`config.mk`:
```
export PLATFORM = sky130hd
export DESIGN_NAME = adc_acquisition_sequencer
export DESIGN_NICKNAME = d
export VERILOG_FILES = /design/src/adc_seq_pkg.sv /design/src/result_stream_if.sv /design/src/adc_acquisition_sequencer.sv /design/src/result_fifo.sv /design/src/rate_counter.sv
export VERILOG_INCLUDE_DIRS = /design/src /design/src/src
export SDC_FILE = /design/constraint.sdc
export NUM_CORES = 1
export LEC_CHECK = 0
export ABC_CLOCK_PERIOD_IN_PS = 5450
export BUFFER_PORTS_ARGS = -buffer_cell sky130_fd_sc_hd__buf_2
export CAP_MARGIN = 20
export CORE_UTILIZATION = 64
export CTS_BUF_LIST = sky130_fd_sc_hd__clkbuf_4 sky130_fd_sc_hd__clkbuf_8
export DETAILED_ROUTE_END_ITERATION = 8
export GPL_TIMING_DRIVEN = 1
export PLACE_DENSITY = 0.92
export SYNTH_ARGS = -nofsm -noshare
export SYNTH_HDL_FRONTEND = slang
export SYNTH_SLANG_ARGS = --single-unit
export TNS_END_PERCENT = 5
```
`constraint.sdc`:
```
create_clock -name ref_clk -period 5.45 [get_ports ref_clk]
set_input_delay 0.545 -clock ref_clk [delete_from_list [all_inputs] [get_ports ref_clk]]
set_output_delay 0.545 -clock ref_clk [all_outputs]
set_load 0.1 [all_outputs]
```
`src/adc_seq_cfg.svh`:
```
`ifndef ADC_SEQ_CFG_SVH
`define ADC_SEQ_CFG_SVH

// clock rates and divider counts
`define REF_CLK_HZ   25000000
`define TB1_HZ       1000000
`define TB2_HZ       2000000
`define TB1_DIV      (`REF_CLK_HZ / `TB1_HZ)
`define TB2_DIV      (`REF_CLK_HZ / `TB2_HZ)
`define DIV_W        5

// mode byte layout
`define SEL_MSB      7
`define SEL_LSB      6
`define MODE_MSB     3
`define MODE_LSB     1
`define SEL_CNT0     2'h0
`define SEL_CNT1     2'h1
`define MODE_CODE_TC 3'h0
`define MODE_CODE_RT 3'h2
`define MODE_CODE_SQ 3'h3

// status byte layout
`define ST_AVAIL     0
`define ST_OVERFLOW  1
`define ST_OVERRUN   2
`define ST_RESET     8'h00

// result path and counter width
`define RES_W        16
`define RES_DEPTH    16
`define CNT_W        16

`endif

```
`src/adc_seq_pkg.sv`:
```
`include "adc_seq_cfg.svh"
`default_nettype none

package adc_seq_pkg;

    typedef enum logic [1:0] {
        MODE_TC,
        MODE_RATE,
        MODE_SQUARE,
        MODE_OTHER
    } cnt_mode_type;

    function automatic cnt_mode_type decode_mode(input logic [7:0] b);
        unique case (b[`MODE_MSB:`MODE_LSB])
            `MODE_CODE_TC: decode_mode = MODE_TC;
            `MODE_CODE_RT: decode_mode = MODE_RATE;
            `MODE_CODE_SQ: decode_mode = MODE_SQUARE;
            default:       decode_mode = MODE_OTHER;
        endcase
    endfunction

    function automatic logic sel_hits(input logic [7:0] b,
                                      input logic [1:0] sel);
        sel_hits = (b[`SEL_MSB:`SEL_LSB] == sel);
    endfunction

endpackage
`default_nettype wire

```
`src/result_stream_if.sv`:
```
`timescale 1ns/1ns
`default_nettype none
interface result_stream_if #(parameter int WIDTH = 16);
    logic             valid;
    logic             ready;
    logic [WIDTH-1:0] data;
    logic             flush;
    modport producer (output valid, output data, output flush, input ready);
    modport consumer (input valid, input data, input flush, output ready);
endinterface
`default_nettype wire

```
`src/adc_acquisition_sequencer.sv`:
```
`timescale 1ns/1ns
`default_nettype none
`include "adc_seq_cfg.svh"
module adc_acquisition_sequencer (
    // clock and reset
    input  wire logic              ref_clk,
    input  wire logic              rstn,
    // configuration bits
    input  wire logic              timebase_chain_select,
    input  wire logic              stop_trigger_mode,
    input  wire logic              external_start_trigger_enable,
    // counter mode writes
    input  wire logic              interval_mode_wr,
    input  wire logic              timebase_mode_wr,
    input  wire logic [7:0]        mode_data,
    // counter data writes
    input  wire logic              interval_data_wr,
    input  wire logic              sample_data_wr,
    input  wire logic              timebase_data_wr,
    input  wire logic [7:0]        counter_data,
    // clear and result read
    input  wire logic              converter_clear_wr,
    input  wire logic              fifo_rd,
    output logic [`RES_W-1:0]      fifo_rd_data,
    // external timing
    input  wire logic              external_trigger_in,
    input  wire logic              external_convert_strobe_n,
    // converter
    output logic                   conv_start,
    input  wire logic              conv_done,
    input  wire logic [`RES_W-1:0] conv_result,
    // status
    output logic [7:0]             status,
    output logic                   interval_counter_output,
    output logic                   sample_counter_output,
    output logic                   conversion_gate
);
    localparam int DIVS [2] = '{`TB1_DIV, `TB2_DIV};

    logic [1:0]          rst_pipe_r;
    logic                rst_n;
    logic                tick_1mhz;
    logic                tick_2mhz;
    logic                tb_out;
    logic                tb_prev_r;
    logic                interval_tick;
    logic                interval_counter_out;
    logic                sample_counter_out;
    logic                a0_prev_r;
    logic                a0_fall;
    logic                trig_prev_r;
    logic                trig_rise;
    logic                trig_seen_r;
    logic                strobe_prev_r;
    logic                strobe_rise;
    logic                strobe_fall;
    logic                strobe_armed_r;
    logic                posttrig;
    logic                gate_r;
    logic                gate_nxt;
    logic                start_evt;
    logic                conv_start_r;
    logic                busy_r;
    logic                overflow_r;
    logic                overrun_r;
    logic [7:0]          status_r;
    logic [7:0]          status_nxt;
    logic [`RES_W-1:0]   rd_data_r;
    logic                res_valid;
    logic [`RES_W-1:0]   res_data;
    logic                a0_mode_wr;
    logic                a1_mode_wr;

    result_stream_if #(.WIDTH(`RES_W)) push_s ();

    // reset release through two flops
    always_ff @(posedge ref_clk or negedge rstn) begin
        if (!rstn) begin
            rst_pipe_r <= 2'h0;
        end else begin
            rst_pipe_r <= {rst_pipe_r[0], 1'b1};
        end
    end
    assign rst_n = rst_pipe_r[1];

    // fixed timebases; 2 MHz divides 25 MHz by 12, the 12.5 truncated
    genvar g;
    for (g = 0; g < 2; g++) begin : gen_div
        logic [`DIV_W-1:0] cnt_r;
        logic              tick_r;
        always_ff @(posedge ref_clk or negedge rst_n) begin
            if (!rst_n) begin
                cnt_r  <= '0;
                tick_r <= 1'b0;
            end else if (cnt_r == `DIV_W'(DIVS[g] - 1)) begin
                cnt_r  <= '0;
                tick_r <= 1'b1;
            end else begin
                cnt_r  <= cnt_r + 1'b1;
                tick_r <= 1'b0;
            end
        end
    end
    assign tick_1mhz = gen_div[0].tick_r;
    assign tick_2mhz = gen_div[1].tick_r;

    // timebase counter, software writes the square wave mode byte
    rate_counter u_timebase (
        .clk     (ref_clk),
        .rst_n   (rst_n),
        .tick    (tick_2mhz),
        .gate    (1'b1),
        .mode_wr (timebase_mode_wr),
        .mode    (adc_seq_pkg::decode_mode(mode_data)),
        .data_wr (timebase_data_wr),
        .data    (counter_data),
        .out     (tb_out)
    );

    assign interval_tick = timebase_chain_select ?
                           (tb_out && !tb_prev_r) : tick_1mhz;
    assign a0_mode_wr = interval_mode_wr &&
                        adc_seq_pkg::sel_hits(mode_data, `SEL_CNT0);
    assign a1_mode_wr = interval_mode_wr &&
                        adc_seq_pkg::sel_hits(mode_data, `SEL_CNT1);

    // interval counter; count N gives N ticks per period
    rate_counter u_interval (
        .clk     (ref_clk),
        .rst_n   (rst_n),
        .tick    (interval_tick),
        .gate    (!posttrig || trig_seen_r),
        .mode_wr (a0_mode_wr),
        .mode    (adc_seq_pkg::decode_mode(mode_data)),
        .data_wr (interval_data_wr),
        .data    (counter_data),
        .out     (interval_counter_out)
    );

    // sample counter counts starts; in stop mode only after trigger
    rate_counter u_sample (
        .clk     (ref_clk),
        .rst_n   (rst_n),
        .tick    (start_evt),
        .gate    (!stop_trigger_mode || trig_seen_r),
        .mode_wr (a1_mode_wr),
        .mode    (adc_seq_pkg::decode_mode(mode_data)),
        .data_wr (sample_data_wr),
        .data    (counter_data),
        .out     (sample_counter_out)
    );

    // edge history of counter outputs and pins
    always_ff @(posedge ref_clk or negedge rst_n) begin
        if (!rst_n) begin
            tb_prev_r     <= 1'b1;
            a0_prev_r     <= 1'b1;
            trig_prev_r   <= 1'b0;
            strobe_prev_r <= 1'b1;
        end else begin
            tb_prev_r     <= tb_out;
            a0_prev_r     <= interval_counter_out;
            trig_prev_r   <= external_trigger_in;
            strobe_prev_r <= external_convert_strobe_n;
        end
    end
    assign trig_rise   = external_trigger_in && !trig_prev_r;
    assign strobe_rise = external_convert_strobe_n && !strobe_prev_r;
    assign strobe_fall = !external_convert_strobe_n && strobe_prev_r;
    assign a0_fall     = !interval_counter_out && a0_prev_r;

    assign posttrig = external_start_trigger_enable &&
                      !stop_trigger_mode;

    // trigger latch, dropped while the sample counter output is high
    always_ff @(posedge ref_clk or negedge rst_n) begin
        if (!rst_n) begin
            trig_seen_r <= 1'b0;
        end else if (sample_counter_out || a1_mode_wr) begin
            trig_seen_r <= 1'b0;
        end else if (trig_rise) begin
            trig_seen_r <= 1'b1;
        end
    end

    // in posttrigger mode the strobe needs a rising edge after the trigger before it counts
    always_ff @(posedge ref_clk or negedge rst_n) begin
        if (!rst_n) begin
            strobe_armed_r <= 1'b0;
        end else if (!trig_seen_r) begin
            strobe_armed_r <= 1'b0;
        end else if (strobe_rise) begin
            strobe_armed_r <= 1'b1;
        end
    end

    // with no trigger bit set the gate follows the sample counter alone
    assign gate_nxt = !sample_counter_out &&
                      (stop_trigger_mode || !external_start_trigger_enable ||
                       trig_seen_r);
    always_ff @(posedge ref_clk or negedge rst_n) begin
        if (!rst_n) begin
            gate_r <= 1'b0;
        end else begin
            gate_r <= gate_nxt;
        end
    end

    assign start_evt = gate_r && (a0_fall || (strobe_fall &&
                       (!posttrig || strobe_armed_r)));

    always_ff @(posedge ref_clk or negedge rst_n) begin
        if (!rst_n) begin
            conv_start_r <= 1'b0;
        end else begin
            conv_start_r <= start_evt;
        end
    end

    // busy spans start to done; a new start wins over a done
    always_ff @(posedge ref_clk or negedge rst_n) begin
        if (!rst_n) begin
            busy_r <= 1'b0;
        end else if (start_evt) begin
            busy_r <= 1'b1;
        end else if (conv_done) begin
            busy_r <= 1'b0;
        end
    end

    // error flags; a fresh event wins over a clear in the same cycle
    always_ff @(posedge ref_clk or negedge rst_n) begin
        if (!rst_n) begin
            overrun_r <= 1'b0;
        end else if (start_evt && busy_r && !conv_done) begin
            overrun_r <= 1'b1;
        end else if (converter_clear_wr) begin
            overrun_r <= 1'b0;
        end
    end

    always_ff @(posedge ref_clk or negedge rst_n) begin
        if (!rst_n) begin
            overflow_r <= 1'b0;
        end else if (conv_done && !push_s.ready) begin
            overflow_r <= 1'b1;
        end else if (converter_clear_wr) begin
            overflow_r <= 1'b0;
        end
    end

    // result path; a full fifo refuses the word so it is dropped
    assign push_s.valid = conv_done;
    assign push_s.data  = conv_result;
    assign push_s.flush = converter_clear_wr;

    result_fifo #(.WIDTH(`RES_W), .DEPTH(`RES_DEPTH)) u_fifo (
        .clk       (ref_clk),
        .rst_n     (rst_n),
        .in_s      (push_s),
        .out_valid (res_valid),
        .out_ready (fifo_rd),
        .out_data  (res_data)
    );

    // a read of an empty fifo keeps the last word
    always_ff @(posedge ref_clk or negedge rst_n) begin
        if (!rst_n) begin
            rd_data_r <= '0;
        end else if (fifo_rd && res_valid && !converter_clear_wr) begin
            rd_data_r <= res_data;
        end
    end

    always_comb begin
        status_nxt               = `ST_RESET;
        status_nxt[`ST_AVAIL]    = res_valid;
        status_nxt[`ST_OVERFLOW] = overflow_r;
        status_nxt[`ST_OVERRUN]  = overrun_r;
    end

    always_ff @(posedge ref_clk or negedge rst_n) begin
        if (!rst_n) begin
            status_r <= `ST_RESET;
        end else begin
            status_r <= status_nxt;
        end
    end

    assign fifo_rd_data            = rd_data_r;
    assign conv_start              = conv_start_r;
    assign status                  = status_r;
    assign interval_counter_output = interval_counter_out;
    assign sample_counter_output   = sample_counter_out;
    assign conversion_gate         = gate_r;

    gate_low_a: assert property (@(posedge ref_clk) disable iff (!rst_n)
        sample_counter_out |=> !gate_r)
        else $error("gate open while sample output high");
    post_hold_a: assert property (@(posedge ref_clk) disable iff (!rst_n)
        posttrig && !trig_seen_r |=> !gate_r ##1 !conv_start_r)
        else $error("posttrigger gate opened before trigger");
    start_gate_a: assert property (@(posedge ref_clk) disable iff (!rst_n)
        !gate_r |=> !conv_start_r)
        else $error("conversion started through closed gate");
    avail_flag_a: assert property (@(posedge ref_clk) disable iff (!rst_n)
        conv_done && push_s.ready && !converter_clear_wr
        |=> ##1 status_r[`ST_AVAIL])
        else $error("available flag missing after stored result");
    overflow_set_a: assert property (@(posedge ref_clk) disable iff (!rst_n)
        conv_done && !push_s.ready |=> status_nxt[`ST_OVERFLOW]
        ##1 status_r[`ST_OVERFLOW])
        else $error("overflow not reported");
    overrun_set_a: assert property (@(posedge ref_clk) disable iff (!rst_n)
        start_evt && busy_r && !conv_done |=> overrun_r ##1 status_r[`ST_OVERRUN])
        else $error("overrun not reported");
    clear_flags_a: assert property (@(posedge ref_clk) disable iff (!rst_n)
        converter_clear_wr && !conv_done && !start_evt
        |=> !overflow_r && !overrun_r && !res_valid)
        else $error("clear left flags or data");
endmodule // adc_acquisition_sequencer
`default_nettype wire

```
`src/result_fifo.sv`:
```
`timescale 1ns/1ns
`default_nettype none
module result_fifo #(
    parameter int WIDTH = 16,
    parameter int DEPTH = 16
) (
    // clock and reset
    input  wire logic             clk,
    input  wire logic             rst_n,
    // fill side
    result_stream_if.consumer     in_s,
    // drain side
    output logic                  out_valid,
    input  wire logic             out_ready,
    output logic [WIDTH-1:0]      out_data
);
    localparam int AW = $clog2(DEPTH);

    logic [WIDTH-1:0] mem [DEPTH];
    logic [AW-1:0]    wr_ptr_r;
    logic [AW-1:0]    rd_ptr_r;
    logic [AW:0]      count_r;
    logic             push;
    logic             pop;

    // a flush wins over a push so a clear always leaves it empty
    assign in_s.ready = (count_r != (AW+1)'(DEPTH));
    assign out_valid  = (count_r != '0);
    assign out_data   = mem[rd_ptr_r];
    assign push       = in_s.valid && in_s.ready && !in_s.flush;
    assign pop        = out_valid && out_ready && !in_s.flush;

    always_ff @(posedge clk) begin
        if (push) begin
            mem[wr_ptr_r] <= in_s.data;
        end
    end

    always_ff @(posedge clk or negedge rst_n) begin
        if (!rst_n) begin
            wr_ptr_r <= '0;
            rd_ptr_r <= '0;
            count_r  <= '0;
        end else if (in_s.flush) begin
            wr_ptr_r <= '0;
            rd_ptr_r <= '0;
            count_r  <= '0;
        end else begin
            if (push) begin
                wr_ptr_r <= wr_ptr_r + 1'b1;
            end
            if (pop) begin
                rd_ptr_r <= rd_ptr_r + 1'b1;
            end
            count_r <= count_r + (AW+1)'(push) - (AW+1)'(pop);
        end
    end
endmodule // result_fifo
`default_nettype wire

```
`src/rate_counter.sv`:
```
`timescale 1ns/1ns
`default_nettype none
`include "adc_seq_cfg.svh"
module rate_counter (
    // clock and reset
    input  wire logic                      clk,
    input  wire logic                      rst_n,
    // counting
    input  wire logic                      tick,
    input  wire logic                      gate,
    // software access
    input  wire logic                      mode_wr,
    input  wire adc_seq_pkg::cnt_mode_type mode,
    input  wire logic                      data_wr,
    input  wire logic [7:0]                data,
    // output
    output logic                           out
);
    adc_seq_pkg::cnt_mode_type mode_r;
    logic [`CNT_W-1:0] load_r;
    logic [`CNT_W-1:0] count_r;
    logic              high_next_r;
    logic              armed_r;
    logic              out_r;

    assign out = out_r;

    // byte pointer and load: low byte first, count starts after high byte
    always_ff @(posedge clk or negedge rst_n) begin
        if (!rst_n) begin
            high_next_r <= 1'b0;
            load_r      <= '0;
        end else if (mode_wr) begin
            high_next_r <= 1'b0;
        end else if (data_wr) begin
            high_next_r <= !high_next_r;
            if (high_next_r) begin
                load_r[15:8] <= data;
            end else begin
                load_r[7:0] <= data;
            end
        end
    end

    always_ff @(posedge clk or negedge rst_n) begin
        if (!rst_n) begin
            mode_r  <= adc_seq_pkg::MODE_OTHER;
            armed_r <= 1'b0;
            count_r <= '0;
            out_r   <= 1'b1;
        end else if (mode_wr) begin
            mode_r  <= mode;
            armed_r <= 1'b0;
            out_r   <= (mode != adc_seq_pkg::MODE_TC);
        end else if (data_wr && high_next_r) begin
            armed_r <= 1'b1;
            count_r <= {data, load_r[7:0]};
        end else if (tick && gate && armed_r) begin
            unique case (mode_r)
                adc_seq_pkg::MODE_TC: begin
                    if (count_r != '0) begin
                        count_r <= count_r - 1'b1;
                    end
                    if (count_r == `CNT_W'(1)) begin
                        out_r <= 1'b1;
                    end
                end
                adc_seq_pkg::MODE_RATE: begin
                    // low for one tick per period
                    if (count_r <= `CNT_W'(1)) begin
                        count_r <= load_r;
                        out_r   <= 1'b1;
                    end else begin
                        count_r <= count_r - 1'b1;
                        out_r   <= (count_r != `CNT_W'(2));
                    end
                end
                adc_seq_pkg::MODE_SQUARE: begin
                    if (count_r <= `CNT_W'(1)) begin
                        count_r <= load_r;
                        out_r   <= 1'b1;
                    end else begin
                        count_r <= count_r - 1'b1;
                        if (count_r == (load_r >> 1) + `CNT_W'(1)) begin
                            out_r <= 1'b0;
                        end
                    end
                end
                adc_seq_pkg::MODE_OTHER: begin
                    out_r <= 1'b1;
                end
            endcase
        end
    end

    rate_high_a: assert property (@(posedge clk) disable iff (!rst_n)
        mode_wr && mode == adc_seq_pkg::MODE_RATE |=> out_r ##1 out_r)
        else $error("rate mode write did not drive output high");
    tc_low_a: assert property (@(posedge clk) disable iff (!rst_n)
        mode_wr && mode == adc_seq_pkg::MODE_TC |=> !out_r)
        else $error("terminal count mode write did not force output low");
endmodule // rate_counter
`default_nettype wire

```
==> impl_results.md <==
- Clk_skew: 0.01847 ns
- Distinct cells, synth: 73
- Clock share of power: 25.5%
- Fin. Hold Viols: 0
- Maximum root-to-sink buffer count: 3
- RSZ-0062 raised after global routing: no
- Main synth FF type: edfxtp_1
- Outcome: completed
- Sequential area share after synthesis: 59.51%
- R2R Path Start: u_fifo.count_r[3]$_DFF_PN0_
- CTS tree: yes
- Synth area leader: edfxtp_1
- DPL Wire Length: 29450 µm
- Post-synthesis mux area share: 13.10%
- Max Cap Viol: 0
- Sw frac: 37.43%
- Row count: 64
- Ports: 75
- Total track usage: 30.10%
- Max rail drop VDD: 0.4070 mV
- Crit path max fanout: 5
- Combinational power share: 33.1%
- Die X: 178.8 µm
- Vias: 13260
- Final worst slack: 2.039 ns
- Syn Area/Cell: 13.34 µm²
- Clock period minus worst slack: 3.411 ns
- Async SR Flop Fraction: 39.62%
- Synthesis-to-finish area growth: 10.87%
- Cells after synthesis: 1500
- Initial antenna violation count: 2
- Internal Power: 7.113 mW
- CP endpoint kind: flip-flop
- Largest family of logic cells by synthesized area: multiplexers
- Final slew viol count: 0
- CTS-repair resized insts: 0
- Relative slew margins: 24.38%
- Remaining antenna violation count: 0
- Yosys Warn Count: 0
- M2 GR Usage: 49.26%
- Final instance area: 0.02218 mm²
- Top post-synthesis cells by area: edfxtp_1, dfrtp_1, mux4_2, mux2_2, xnor2_1
- Sum Neg Setup Slack: 0 ns
- Post-Syn Area: 0.02001 mm²
- P_leak: 8.105 nW
- CTS sink cnt: 424
- Seq cells post-synth: 424
- Power per cell area: 512.4 mW/mm²
- Worst-Margin Slew: 1.130 ns
- Critical path startpoint: u_fifo.count_r[3]$_DFF_PN0_
- DR vias/cell: 6.565
- Die Ht: 178.8 µm
- Startpoint Class: flip-flop
- M1 GR Usage: 38.19%
- Top cells by count, synth: edfxtp_1, dfrtp_1, nor2_1
- Layout cell share with drive strength beyond 1: 24.28%
- Root Driver: clkbuf_8
- CP Data Arrival Time: 3.94 ns
- Simple-gate share of the synthesized area: 10.42%
- Core area: 0.03067 mm²
- Worst-path cell chain: inv_1 -> ha_1 -> or4b_2 -> nand2_1 -> nor2_2 -> ha_1 -> inv_1 -> ha_1 -> fa_1 -> a21oi_1 -> nor2_1 -> or3_1 -> a21oi_1
- Post-synth EDFFs: 256
- Layout Nets: 1653
- Critical path required time: 5.98 ns
- Crit Path Class: flip-flop to flip-flop
- Worst hold path type: input port to flip-flop
- Reg clk slew, reported paths: 0.06 ns
- Routing usage on met3: 6.064%
- Compound-Gate Fraction of Synth Area: 7.936%
- Routability Congestion: 0.9244
- Latest clock arrival within the worst-skew pair: 0.60 ns
- Most numerous cell in the Yosys netlist: edfxtp_1
- Setup Slack @ Placement: 2.097 ns
- GRT busiest layer: met2
- Detailed Routing Iterations Pass 1: 5
- Synth Area in Adders: 2.351%
- Hold-fix buffers, CTS: 1
- TritonCTS Buffers: 68
- Die area: 0.03197 mm²
- Net load switching power: 4.254 mW
- Worst path slowest cell: or4b_2
- Crit-path most repeated cell: ha_1
- Tcrit/Tclk final: 62.59%
- Post-synthesis xor/xnor area fraction: 3.808%
- Slowest stage delay, CP: 0.67 ns
- # DRC: 0
- Reg power frac: 41.4%
- Total gr overflow: 0
- Largest net degree at the start of global routing: 167
- Fmax: 293.1 MHz
- Wire per inst: 23.19 µm
- IO buf count: 66
- Postcts setup bufs: 0
- Iteration-0 DRC Markers: 1440
- First-pass GRT wire length: 71580 µm
- Hold_sp: external_convert_strobe_n
- Final WL: 46850 µm
- CTS H-tree lvls: 3
- Top cell type's share of synthesized area: 38.42%
- Vias in the first global route: 13040
- Final setup vio count: 0
- Initial core utilization: 65.24%
- Area after DPL: 0.02066 mm²
layout make-up:
type                    instances  area [µm²]
flip-flops and latches        424       11920
fillers                      1757        8486
multi-input cells             941        7571
clock buffers                 107        1272
repair buffers                 95       590.6
well taps                     396       495.5
clock inverters                17       190.2
inverters                      39       146.4
diodes                          1       2.502
flip-flops by register name, indices dropped and copies added (netlist names), 2 cells and up:
signal	flops
u_interval.count_r	16
u_timebase.mode_r	2
u_sample.count_r	16
u_fifo.rd_ptr_r	4
fifo_rd_data	16
u_timebase.load_r	16
u_interval.load_r	16
u_fifo.count_r	5
u_fifo.wr_ptr_r	4
u_interval.mode_r	2
rst_pipe_r	2
gen_div.cnt_r	10
u_timebase.count_r	16
u_sample.mode_r	2
gen_div.tick_r	2
u_sample.load_r	16
u_fifo.mem	256
status	3
final timing paths:
| path | slack [ns] | endpoint | depth (start not counted) |
|---|---|---|---|
| max | 2.04 | u_fifo.count_r[4]$_DFF_PN0_ | 13 |
| min | 0.07 | strobe_prev_r$_DFF_PN1_ | 1 |
| max reg2reg | 2.04 | u_fifo.count_r[4]$_DFF_PN0_ | 13 |
| min in group asynchronous | 0.24 | rst_pipe_r[0]$_DFF_PN0_ | 2 |
| max in group asynchronous | 4.27 | u_fifo.rd_ptr_r[0]$_DFFE_PN0P_ | 1 |
| min reg2reg | 0.36 | rst_pipe_r[1]$_DFF_PN0_ | 0 |
routing by layer:
layer	wire length, µm	part of all wire [%]
met1	17950	38
met2	23270	50
met5	0	0
met3	3602	7.7
met4	2022	4.3
placed cells by master (no fill, tap or decap), drive strengths merged, types with 12 or more instances in the layout:
master,count
edfxtp,256
dfrtp,156
nor2,118
clkbuf,107
buf,94
o21ai,86
nand2,84
mux4,80
a21oi,65
mux2,63
xnor2,52
inv,42
nor3,38
a211oi,36
ha,36
xor2,35
nand3,30
nor4,22
nor2b,13
nor3b,13
nand4,13
nand2b,12
or3,12
dfstp,12
cell families after synthesis:
kind of cell             after synthesis
flip-flops                           424
multiplexers                         154
other                                  2
buffers and inverters                139
AO/OA/AOI/OAI                        254
XOR/XNOR                              87
adder cells (fa/ha/maj)               37
AND/OR/NAND/NOR                      403
metrics by stage:
stage,hold slack (ns),utilization (%),instances,total power [mW]
after floorplan,0.2494,-,1504,7.598
after global placement,0.3303,67.36,1891,8.209
after detailed placement,0.3306,67.36,1891,8.399
after CTS,0.05696,72.16,2016,11.33
after global routing,0.05911,72.33,2020,11.91
final,0.07284,72.33,2020,11.37
worst max-delay path: cells and delay by family (launching register included):
family / cells / cell delay, ns
compound gates: 2 / 0.32
fa+ha+maj: 4 / 1.13
buf+inv: 2 / 0.13
flops: 1 / 0.39
simple gates: 5 / 1.37
power groups by stage:
stage               combinational (mW)  sequential [mW]  clock (mW)
floorplan                         2.67             4.93           0
global placement                  3.43             4.78           0
detailed placement                3.58             4.81           0
CTS                               3.64             4.76        2.93
global route                      4.06             4.78        3.06
finish                            3.76             4.71        2.90
Note: power is estimated with default switching activity, not from simulation.
